===== src/design/ufts_cfg.svh =====
// register map, field positions, reset values and sizes of the uart threshold status block
`ifndef UFTS_CFG_SVH
`define UFTS_CFG_SVH

`define UFTS_DEPTH 4'h8
`define UFTS_ADDR_STATUS_HIGH 8'h00
`define UFTS_ADDR_MODE_CTRL 8'h04
`define UFTS_ADDR_IRQ_STATUS 8'h08
`define UFTS_ADDR_IRQ_MASK 8'h0c
`define UFTS_ADDR_OCCUPANCY 8'h10

`define UFTS_TXSEL_HI 14
`define UFTS_TXSEL_LO 12
`define UFTS_RXSEL_HI 10
`define UFTS_RXSEL_LO 8
`define UFTS_TX_WRITE_ERROR_FLAG_BIT 7
`define UFTS_STOP_DETECT_MODE_BIT 6
`define UFTS_TXBE_BIT 5
`define UFTS_TXBF_BIT 4
`define UFTS_RXBE_BIT 1
`define UFTS_RXBF_BIT 0

`define UFTS_MODE_HI 1
`define UFTS_MODE_LO 0
`define UFTS_PARITY_ERROR_FLAG_IE_BIT 4
`define UFTS_FRAMING_ERROR_FLAG_IE_BIT 5

`define UFTS_EV_TX 0
`define UFTS_EV_RX 1
`define UFTS_EV_WRE 2
`define UFTS_EV_W 3

`define UFTS_OCC_TX_LO 0
`define UFTS_OCC_RX_LO 8

`define UFTS_SEL_RESET 3'h0
`define UFTS_EV_RESET 3'h0
`define UFTS_RDATA_RESET 32'h0000_0000

`endif


===== src/design/ufts_pkg.sv =====
// types and shared arithmetic of the uart threshold status block
`include "ufts_cfg.svh"

package ufts_pkg;
    typedef logic [3:0] ufts_cnt_t;
    typedef logic [2:0] ufts_sel_t;

    typedef enum logic [1:0] {
        UFTS_MODE_OTHER,
        UFTS_MODE_LIN_PARITY,
        UFTS_MODE_ADDR_DETECT,
        UFTS_MODE_SPARE
    } ufts_mode_e;

    typedef enum logic {
        UFTS_BUS_IDLE,
        UFTS_BUS_ACK
    } ufts_bus_e;

    typedef struct packed {
        logic read;
        logic write;
        logic [7:0] address;
        logic [3:0] byteenable;
        logic [31:0] writedata;
    } ufts_av_req_s;

    // occupancy and write strobes from the surrounding uart, same clock
    typedef struct packed {
        ufts_cnt_t tx_count;
        ufts_cnt_t rx_count;
        logic tx_wr;
        logic p1_wr;
        logic p1_full;
        logic p2_zero;
        logic parity_error_flag;
        logic framing_error_flag;
    } ufts_buf_s;

    // empty slots reach 8 - sel: 000 -> 8, 001 -> 7, 010 -> 6, 111 -> 1
    function automatic logic ufts_tx_hit(input ufts_sel_t sel, input ufts_cnt_t used);
        ufts_cnt_t empty;
        ufts_cnt_t need;
        empty = 4'(`UFTS_DEPTH - used);
        need = 4'(`UFTS_DEPTH - {1'b0, sel});
        return empty >= need;
    endfunction

    // held bytes reach sel + 1
    function automatic logic ufts_rx_hit(input ufts_sel_t sel, input ufts_cnt_t used);
        return used >= 4'({1'b0, sel} + 4'h1);
    endfunction

    function automatic logic [31:0] ufts_be_merge(input logic [31:0] old_v,
                                                  input logic [31:0] new_v,
                                                  input logic [3:0] be);
        logic [31:0] res;
        res = old_v;
        for (int i = 0; i < 4; i++) begin
            if (be[i]) begin
                res[i*8 +: 8] = new_v[i*8 +: 8];
            end
        end
        return res;
    endfunction
endpackage


===== src/design/ufts_thresh.sv =====
// registered transmit and receive threshold comparators
`timescale 1ns/100ps

module ufts_thresh (
    input wire logic mclk,
    input wire logic arst_n,
    input wire ufts_pkg::ufts_sel_t tx_sel,
    input wire ufts_pkg::ufts_sel_t rx_sel,
    input wire ufts_pkg::ufts_buf_s buf_st,
    input wire logic parity_error_flag_ie,
    input wire logic framing_error_flag_ie,
    output logic tx_hit_reg,
    output logic rx_hit_reg
);
    import ufts_pkg::*;

    logic tx_hit_next;
    logic rx_hit_next;
    logic rx_blocked;

    // compared every cycle so the request tracks occupancy one clock late at most
    always_comb begin
        rx_blocked = (buf_st.parity_error_flag && parity_error_flag_ie) ||
                     (buf_st.framing_error_flag && framing_error_flag_ie);
        tx_hit_next = ufts_tx_hit(tx_sel, buf_st.tx_count);
        rx_hit_next = ufts_rx_hit(rx_sel, buf_st.rx_count) && !rx_blocked;
    end

    always_ff @(posedge mclk or negedge arst_n) begin
        if (!arst_n) begin
            tx_hit_reg <= 1'b0;
            rx_hit_reg <= 1'b0;
        end else begin
            tx_hit_reg <= tx_hit_next;
            rx_hit_reg <= rx_hit_next;
        end
    end
endmodule


===== src/design/ufts_top.sv =====
// uart high status register, threshold interrupts and write error flag behind avalon-mm
`timescale 1ns/100ps
`include "ufts_cfg.svh"

module ufts_top (
    input wire logic mclk,
    input wire logic arst_n,
    input wire ufts_pkg::ufts_av_req_s av_req,
    output logic [31:0] av_readdata,
    output logic av_waitrequest,
    input wire ufts_pkg::ufts_buf_s buf_st,
    output logic tx_irq,
    output logic rx_irq,
    output logic tx_write_error_flag,
    output logic irq
);
    import ufts_pkg::*;

    // ------------------------------------------------------------
    // register state
    // ------------------------------------------------------------
    ufts_bus_e bus_reg, bus_next;
    logic wait_reg, wait_next;
    logic [31:0] rdata_reg, rdata_next;
    ufts_sel_t tx_irq_threshold_sel_reg, tx_irq_threshold_sel_next;
    ufts_sel_t rx_irq_threshold_sel_reg, rx_irq_threshold_sel_next;
    logic stop_detect_mode_reg, stop_detect_mode_next;
    logic tx_write_error_flag_reg, tx_write_error_flag_next;
    ufts_mode_e mode_reg, mode_next;
    logic parity_error_flag_ie_reg, parity_error_flag_ie_next;
    logic framing_error_flag_ie_reg, framing_error_flag_ie_next;
    logic [`UFTS_EV_W-1:0] ev_reg, ev_next;
    logic [`UFTS_EV_W-1:0] mask_reg, mask_next;
    logic irq_reg, irq_next;

    logic tx_hit;
    logic rx_hit;
    logic wr_commit;
    logic wre_event;
    logic tx_full;
    logic [31:0] wdata_eff;
    logic [31:0] status_word;

    ufts_thresh u_thresh (
        .mclk(mclk),
        .arst_n(arst_n),
        .tx_sel(tx_irq_threshold_sel_reg),
        .rx_sel(rx_irq_threshold_sel_reg),
        .buf_st(buf_st),
        .parity_error_flag_ie(parity_error_flag_ie_reg),
        .framing_error_flag_ie(framing_error_flag_ie_reg),
        .tx_hit_reg(tx_hit),
        .rx_hit_reg(rx_hit)
    );

    // ------------------------------------------------------------
    // bus slave: one wait cycle, then a one-cycle answer
    // ------------------------------------------------------------
    always_comb begin
        status_word = 32'h0000_0000;
        status_word[`UFTS_TXSEL_HI:`UFTS_TXSEL_LO] = tx_irq_threshold_sel_reg;
        status_word[`UFTS_RXSEL_HI:`UFTS_RXSEL_LO] = rx_irq_threshold_sel_reg;
        status_word[`UFTS_TX_WRITE_ERROR_FLAG_BIT] = tx_write_error_flag_reg;
        status_word[`UFTS_STOP_DETECT_MODE_BIT] = stop_detect_mode_reg;
        status_word[`UFTS_TXBE_BIT] = (buf_st.tx_count == 4'h0);
        status_word[`UFTS_TXBF_BIT] = tx_full;
        status_word[`UFTS_RXBE_BIT] = (buf_st.rx_count == 4'h0);
        status_word[`UFTS_RXBF_BIT] = (buf_st.rx_count == `UFTS_DEPTH);
    end

    always_comb begin
        bus_next = bus_reg;
        wait_next = 1'b1;
        rdata_next = rdata_reg;
        case (bus_reg)
            UFTS_BUS_IDLE: begin
                if (av_req.read || av_req.write) begin
                    bus_next = UFTS_BUS_ACK;
                    wait_next = 1'b0;
                    rdata_next = `UFTS_RDATA_RESET;
                    if (av_req.address == `UFTS_ADDR_STATUS_HIGH) begin
                        rdata_next = status_word;
                    end else if (av_req.address == `UFTS_ADDR_MODE_CTRL) begin
                        rdata_next[`UFTS_MODE_HI:`UFTS_MODE_LO] = mode_reg;
                        rdata_next[`UFTS_PARITY_ERROR_FLAG_IE_BIT] = parity_error_flag_ie_reg;
                        rdata_next[`UFTS_FRAMING_ERROR_FLAG_IE_BIT] = framing_error_flag_ie_reg;
                    end else if (av_req.address == `UFTS_ADDR_IRQ_STATUS) begin
                        rdata_next[`UFTS_EV_W-1:0] = ev_reg;
                    end else if (av_req.address == `UFTS_ADDR_IRQ_MASK) begin
                        rdata_next[`UFTS_EV_W-1:0] = mask_reg;
                    end else if (av_req.address == `UFTS_ADDR_OCCUPANCY) begin
                        rdata_next[`UFTS_OCC_TX_LO +: 4] = buf_st.tx_count;
                        rdata_next[`UFTS_OCC_RX_LO +: 4] = buf_st.rx_count;
                    end
                end
            end
            UFTS_BUS_ACK: begin
                bus_next = UFTS_BUS_IDLE;
            end
            default: begin
                bus_next = UFTS_BUS_IDLE;
            end
        endcase
    end

    always_ff @(posedge mclk or negedge arst_n) begin
        if (!arst_n) begin
            bus_reg <= UFTS_BUS_IDLE;
            wait_reg <= 1'b1;
            rdata_reg <= `UFTS_RDATA_RESET;
        end else begin
            bus_reg <= bus_next;
            wait_reg <= wait_next;
            rdata_reg <= rdata_next;
        end
    end

    // ------------------------------------------------------------
    // register writes and event flags
    // ------------------------------------------------------------
    // writes land on the edge where waitrequest is seen low
    assign wr_commit = (bus_reg == UFTS_BUS_ACK) && av_req.write;
    assign tx_full = (buf_st.tx_count == `UFTS_DEPTH);

    always_comb begin
        case (mode_reg)
            UFTS_MODE_LIN_PARITY: begin
                wre_event = buf_st.tx_wr && (tx_full || buf_st.p2_zero);
            end
            UFTS_MODE_ADDR_DETECT: begin
                wre_event = (buf_st.tx_wr && tx_full) ||
                            (buf_st.p1_wr && buf_st.p1_full);
            end
            default: begin
                wre_event = buf_st.tx_wr && tx_full;
            end
        endcase
    end

    always_comb begin
        tx_irq_threshold_sel_next = tx_irq_threshold_sel_reg;
        rx_irq_threshold_sel_next = rx_irq_threshold_sel_reg;
        stop_detect_mode_next = stop_detect_mode_reg;
        tx_write_error_flag_next = tx_write_error_flag_reg;
        mode_next = mode_reg;
        parity_error_flag_ie_next = parity_error_flag_ie_reg;
        framing_error_flag_ie_next = framing_error_flag_ie_reg;
        ev_next = ev_reg;
        mask_next = mask_reg;
        wdata_eff = 32'h0000_0000;
        if (wr_commit) begin
            if (av_req.address == `UFTS_ADDR_STATUS_HIGH) begin
                wdata_eff = ufts_be_merge(status_word, av_req.writedata, av_req.byteenable);
                tx_irq_threshold_sel_next = wdata_eff[`UFTS_TXSEL_HI:`UFTS_TXSEL_LO];
                rx_irq_threshold_sel_next = wdata_eff[`UFTS_RXSEL_HI:`UFTS_RXSEL_LO];
                stop_detect_mode_next = wdata_eff[`UFTS_STOP_DETECT_MODE_BIT];
                // software may only clear the error flag by writing a zero
                tx_write_error_flag_next = tx_write_error_flag_reg && wdata_eff[`UFTS_TX_WRITE_ERROR_FLAG_BIT];
            end else if (av_req.address == `UFTS_ADDR_MODE_CTRL) begin
                wdata_eff = ufts_be_merge(32'h0000_0000, av_req.writedata, av_req.byteenable);
                mode_next = ufts_mode_e'(wdata_eff[`UFTS_MODE_HI:`UFTS_MODE_LO]);
                parity_error_flag_ie_next = wdata_eff[`UFTS_PARITY_ERROR_FLAG_IE_BIT];
                framing_error_flag_ie_next = wdata_eff[`UFTS_FRAMING_ERROR_FLAG_IE_BIT];
            end else if (av_req.address == `UFTS_ADDR_IRQ_STATUS) begin
                if (av_req.byteenable[0]) begin
                    ev_next = ev_reg & ~av_req.writedata[`UFTS_EV_W-1:0];
                end
            end else if (av_req.address == `UFTS_ADDR_IRQ_MASK) begin
                if (av_req.byteenable[0]) begin
                    mask_next = av_req.writedata[`UFTS_EV_W-1:0];
                end
            end
        end
        // a new event in the clearing cycle survives: set wins
        if (wre_event) begin
            tx_write_error_flag_next = 1'b1;
        end
        ev_next[`UFTS_EV_TX] = ev_next[`UFTS_EV_TX] | tx_hit;
        ev_next[`UFTS_EV_RX] = ev_next[`UFTS_EV_RX] | rx_hit;
        ev_next[`UFTS_EV_WRE] = ev_next[`UFTS_EV_WRE] | wre_event;
        irq_next = |(ev_next & mask_next);
    end

    always_ff @(posedge mclk or negedge arst_n) begin
        if (!arst_n) begin
            tx_irq_threshold_sel_reg <= `UFTS_SEL_RESET;
            rx_irq_threshold_sel_reg <= `UFTS_SEL_RESET;
            stop_detect_mode_reg <= 1'b0;
            tx_write_error_flag_reg <= 1'b0;
            mode_reg <= UFTS_MODE_OTHER;
            parity_error_flag_ie_reg <= 1'b0;
            framing_error_flag_ie_reg <= 1'b0;
            ev_reg <= `UFTS_EV_RESET;
            mask_reg <= `UFTS_EV_RESET;
            irq_reg <= 1'b0;
        end else begin
            tx_irq_threshold_sel_reg <= tx_irq_threshold_sel_next;
            rx_irq_threshold_sel_reg <= rx_irq_threshold_sel_next;
            stop_detect_mode_reg <= stop_detect_mode_next;
            tx_write_error_flag_reg <= tx_write_error_flag_next;
            mode_reg <= mode_next;
            parity_error_flag_ie_reg <= parity_error_flag_ie_next;
            framing_error_flag_ie_reg <= framing_error_flag_ie_next;
            ev_reg <= ev_next;
            mask_reg <= mask_next;
            irq_reg <= irq_next;
        end
    end

    assign av_readdata = rdata_reg;
    assign av_waitrequest = wait_reg;
    assign tx_irq = tx_hit;
    assign rx_irq = rx_hit;
    assign tx_write_error_flag = tx_write_error_flag_reg;
    assign irq = irq_reg;
endmodule


===== config.mk =====
export PLATFORM = sky130hd
export DESIGN_NAME = ufts_top
export DESIGN_NICKNAME = d
export VERILOG_FILES = /design/src/design/ufts_pkg.sv /design/src/design/ufts_thresh.sv /design/src/design/ufts_top.sv
export VERILOG_INCLUDE_DIRS = /design/src /design/src/design
export SDC_FILE = /design/constraint.sdc
export NUM_CORES = 1
export LEC_CHECK = 0
export BUFFER_PORTS_ARGS = -buffer_cell sky130_fd_sc_hd__clkbuf_2
export CORE_MARGIN = 1.5
export CORE_UTILIZATION = 42
export CTS_CLUSTER_DIAMETER = 50
export CTS_CLUSTER_SIZE = 14
export DETAILED_ROUTE_END_ITERATION = 7
export HOLD_SLACK_MARGIN = 0.03
export PLACE_DENSITY = 0.76
export RECOVER_POWER = 25
export SYNTH_ARGS = -nofsm -noshare
export SYNTH_HDL_FRONTEND = slang
export SYNTH_SLANG_ARGS = --single-unit

===== constraint.sdc =====
create_clock -name mclk -period 1.6 [get_ports mclk]
set_clock_uncertainty 0.05 [all_clocks]
set_input_delay 0.48 -clock mclk [delete_from_list [all_inputs] [get_ports mclk]]
set_output_delay 0.48 -clock mclk [all_outputs]
set_load 0.005 [all_outputs]

==> summary.txt <==
Global routing
  – First-pass GRT wire length: 8804 µm
  – Congestion Overflow GR: 0
  – Vias in the first global route: 1945
  – Total GRT Usage: 0.2117
  – Initial antenna violation count: 0
  – Largest net degree at the start of global routing: 39

Yosys
  – Yosys warning count: 0
  – Share of flip-flops with an asynchronous set or reset: 1.000
  – Sequential element share of the synthesized area: 0.4440
  – Cells after synthesis: 224
  – Post-synth EDFFs: 0
  – Ys flop type: dfrtp_1
  – Syn Std Cell Area: 0.002145 mm²
  – Distinct cells, synth: 37
  – Mean Syn Cell Area: 9.574 µm²
  – Number of synthesized register bits: 38

Floorplan
  – Die area: 0.005544 mm²
  – I/O pins: 99
  – Die Y: 74.46 µm
  – Effective utilization at floorplan: 0.4452
  – Die width: 74.46 µm
  – Row count: 25
  – CORE AREA: 0.004817 mm²

Clocking
  – Clock slew at reported path FFs: 0.08 ns
  – CTS buffer count: 5
  – Root Driver: clkbuf_8
  – Longest Clk Path Bufs: 2
  – Clk_lat worst skew: 0.29 ns
  – Sink Count: 38
  – Hold buffer count at CTS: 0
  – H-tree levels: 2
  – CTS tree: built

Power
  – Leakage power: 0.001589 µW
  – Total design power: 2314 µW
  – Max VDD drop: 0.3550 mV
  – Pwr Density: 754.3 mW/mm²

Setup path
  – Max Fanout on Critical Path: 3
  – Crit path kind: reg -> reg
  – RR Startpoint: mode_reg[0]$_DFFE_PN0P_
  – Setup crit start: mode_reg[0]$_DFFE_PN0P_
  – Kind of start point of the critical path: register
  – Critical path endpoint category: register
  – Arrival @ worst endpoint: 1.93 ns
  – WP data required: 1.73 ns

Layout
  – P&R area growth vs syn: 43.06%
  – Final core utilization: 0.6369
  – Layout cells sized above 1: 0.4771
  – Diode count: 0
  – Final #Nets: 401
  – Max reg flops: 15

STA
  – Final Hold Viols: 0
  – Final period util: 1.120
  – Rel. slew slack: 0.3606
  – RSZ-0062 raised after global routing: yes
  – # setup viols final: 19
  – Worst Slack Setup Final: -0.1926 ns
  – Final Max Tran Viols: 0
  – Max Fclk: 557.9 MHz
  – Min Tclk post-route: 1.793 ns
  – WHS: 0.3549 ns
  – Least-Margin Pin Slew: 0.9591 ns

Placement
  – Final GP Congestion: 0.9028
  – Hpwl dp: 4155 µm
  – Buffers on Ports: 60

Route
  – WL per Instance: 15.90 µm
  – Vias per cell: 5.198
  – Max Used Layer: met4
  – Metal-1 WL: 2432 µm
  – Antenna Violating Nets Remaining: 0
  – Starting DRC count in detailed routing: 120
  – Vias: 2048
  – Routed wl met3: 357 µm
  – DRC: 0
  – Post-Route WL: 6265 µm
  – WL met2: 3177 µm
  – First-pass detailed-route iteration total: 5

Run status
  – Violated checks: setup timing
  – Status: finished, violations left

Worst hold path
  – Hold_sp: buf_st[1]
  – HP Class: in -> reg

Job
  – Max-cap viol count: 0
==> layout by cell type, fill, tap and decap left out, drive strengths merged, types with 3 or more instances in the layout <==
cell,Yosys,routed
ha,13,13
nand3,11,11
conb,1,17
o21ai,13,13
a31oi,3,3
nor2b,4,4
nor2,14,14
and3,4,4
a221oi,5,5
a21oi,13,13
clkbuf,2,65
inv,13,13
nand2b,3,3
a21o,4,4
dfrtp,37,37
mux2,10,10
buf,20,41
nand2,32,32
==> routing by layer <==
| layer | vias up | global-route usage |
|---|---|---|
| met1 | 973 | 0.2561 |
| met4 | 0 | 0.1051 |
| li1 | 940 | - |
| met3 | 28 | 0.03117 |
| met5 | - | 0 |
| met2 | 107 | 0.3671 |
==> report_power, final <==
group | total [µW] | internal (µW) | switching (µW)
Sequential | 1050 | 1010 | 34.9
Combinational | 453 | 217 | 236
Clock | 812 | 459 | 353
Total | 2310 | 1690 | 624
==> logic make-up (layout without fill, tap and decap cells) <==
group / count (synthesis) / count (layout) / share of synthesized area
xor+xnor: 4 / 4 / 0.01634
buf+inv: 35 / 122 / 0.09277
compound gates: 43 / 43 / 0.1237
flops: 38 / 38 / 0.4440
other cells: 1 / 17 / 0.001749
simple gates: 80 / 80 / 0.1914
mux: 10 / 10 / 0.05426
fa+ha+maj: 13 / 13 / 0.07585
==> area by class of cell <==
type,count,area (µm²)
fillers,403,1749
multi-input cells,167,1246
flip-flops and latches,38,953.4
repair buffers,101,626.9
well taps,67,83.83
clock buffers,5,68.82
inverters,13,48.80
clock inverters,3,40.04
==> synthesized netlist by cell type (3+ instances only) <==
cell type	instances	area [µm²]
ha_1	13	162.7
nand3_1	11	55.05
mux2_2	9	101.4
buf_4	17	127.6
nand2_1	32	120.1
inv_1	13	48.80
a21oi_1	13	65.06
o21ai_0	13	65.06
dfrtp_1	37	925.9
buf_2	3	15.01
nor2_1	14	52.55
a31oi_1	3	18.77
nor2b_1	4	25.02
a21o_1	4	30.03
nand2b_1	3	18.77
a221oi_1	5	43.79
==> worst paths after layout <==
check,endpoint,slack [ns],cells after the start
min in group asynchronous,framing_error_flag_ie_reg$_DFFE_PN0P_,0.36,2
min,u_thresh.rx_hit_reg$_DFF_PN0_,0.35,2
max reg2reg,irq$_DFF_PN0_,-0.19,6
max in group asynchronous,mode_reg[1]$_DFFE_PN0P_,0.50,2
min reg2reg,av_readdata[6]$_DFFE_PN0P_,0.42,2
max,irq$_DFF_PN0_,-0.19,6
==> per-stage QoR <==
step	cell area, µm²	setup slack, ns	TNS [ns]	std cells
floorplan	2205	-0.2406	-1.141	240
global placement	2736	-0.4058	-7.299	383
detailed placement	2736	-0.4686	-8.687	383
CTS	2927	-0.1616	-0.6618	394
global route	3068	-0.2338	-1.761	394
finish	3068	-0.1926	-1.067	394
==> worst max-delay path, stage by stage (launching register included) <==
cell	delay, ns
dfrtp_1	0.43
inv_2	0.09
ha_4	0.19
or3_4	0.35
a31oi_4	0.22
a21boi_1	0.10
a221o_1	0.26
==> timing repair <==
item / in CTS / in global routing
gates resized for setup: 14 / 32
pin swaps: 6 / 21
setup buffers: 3 / 0
endpoints found under the setup margin: 20 / 26
Note: power is estimated with default switching activity, not from simulation.
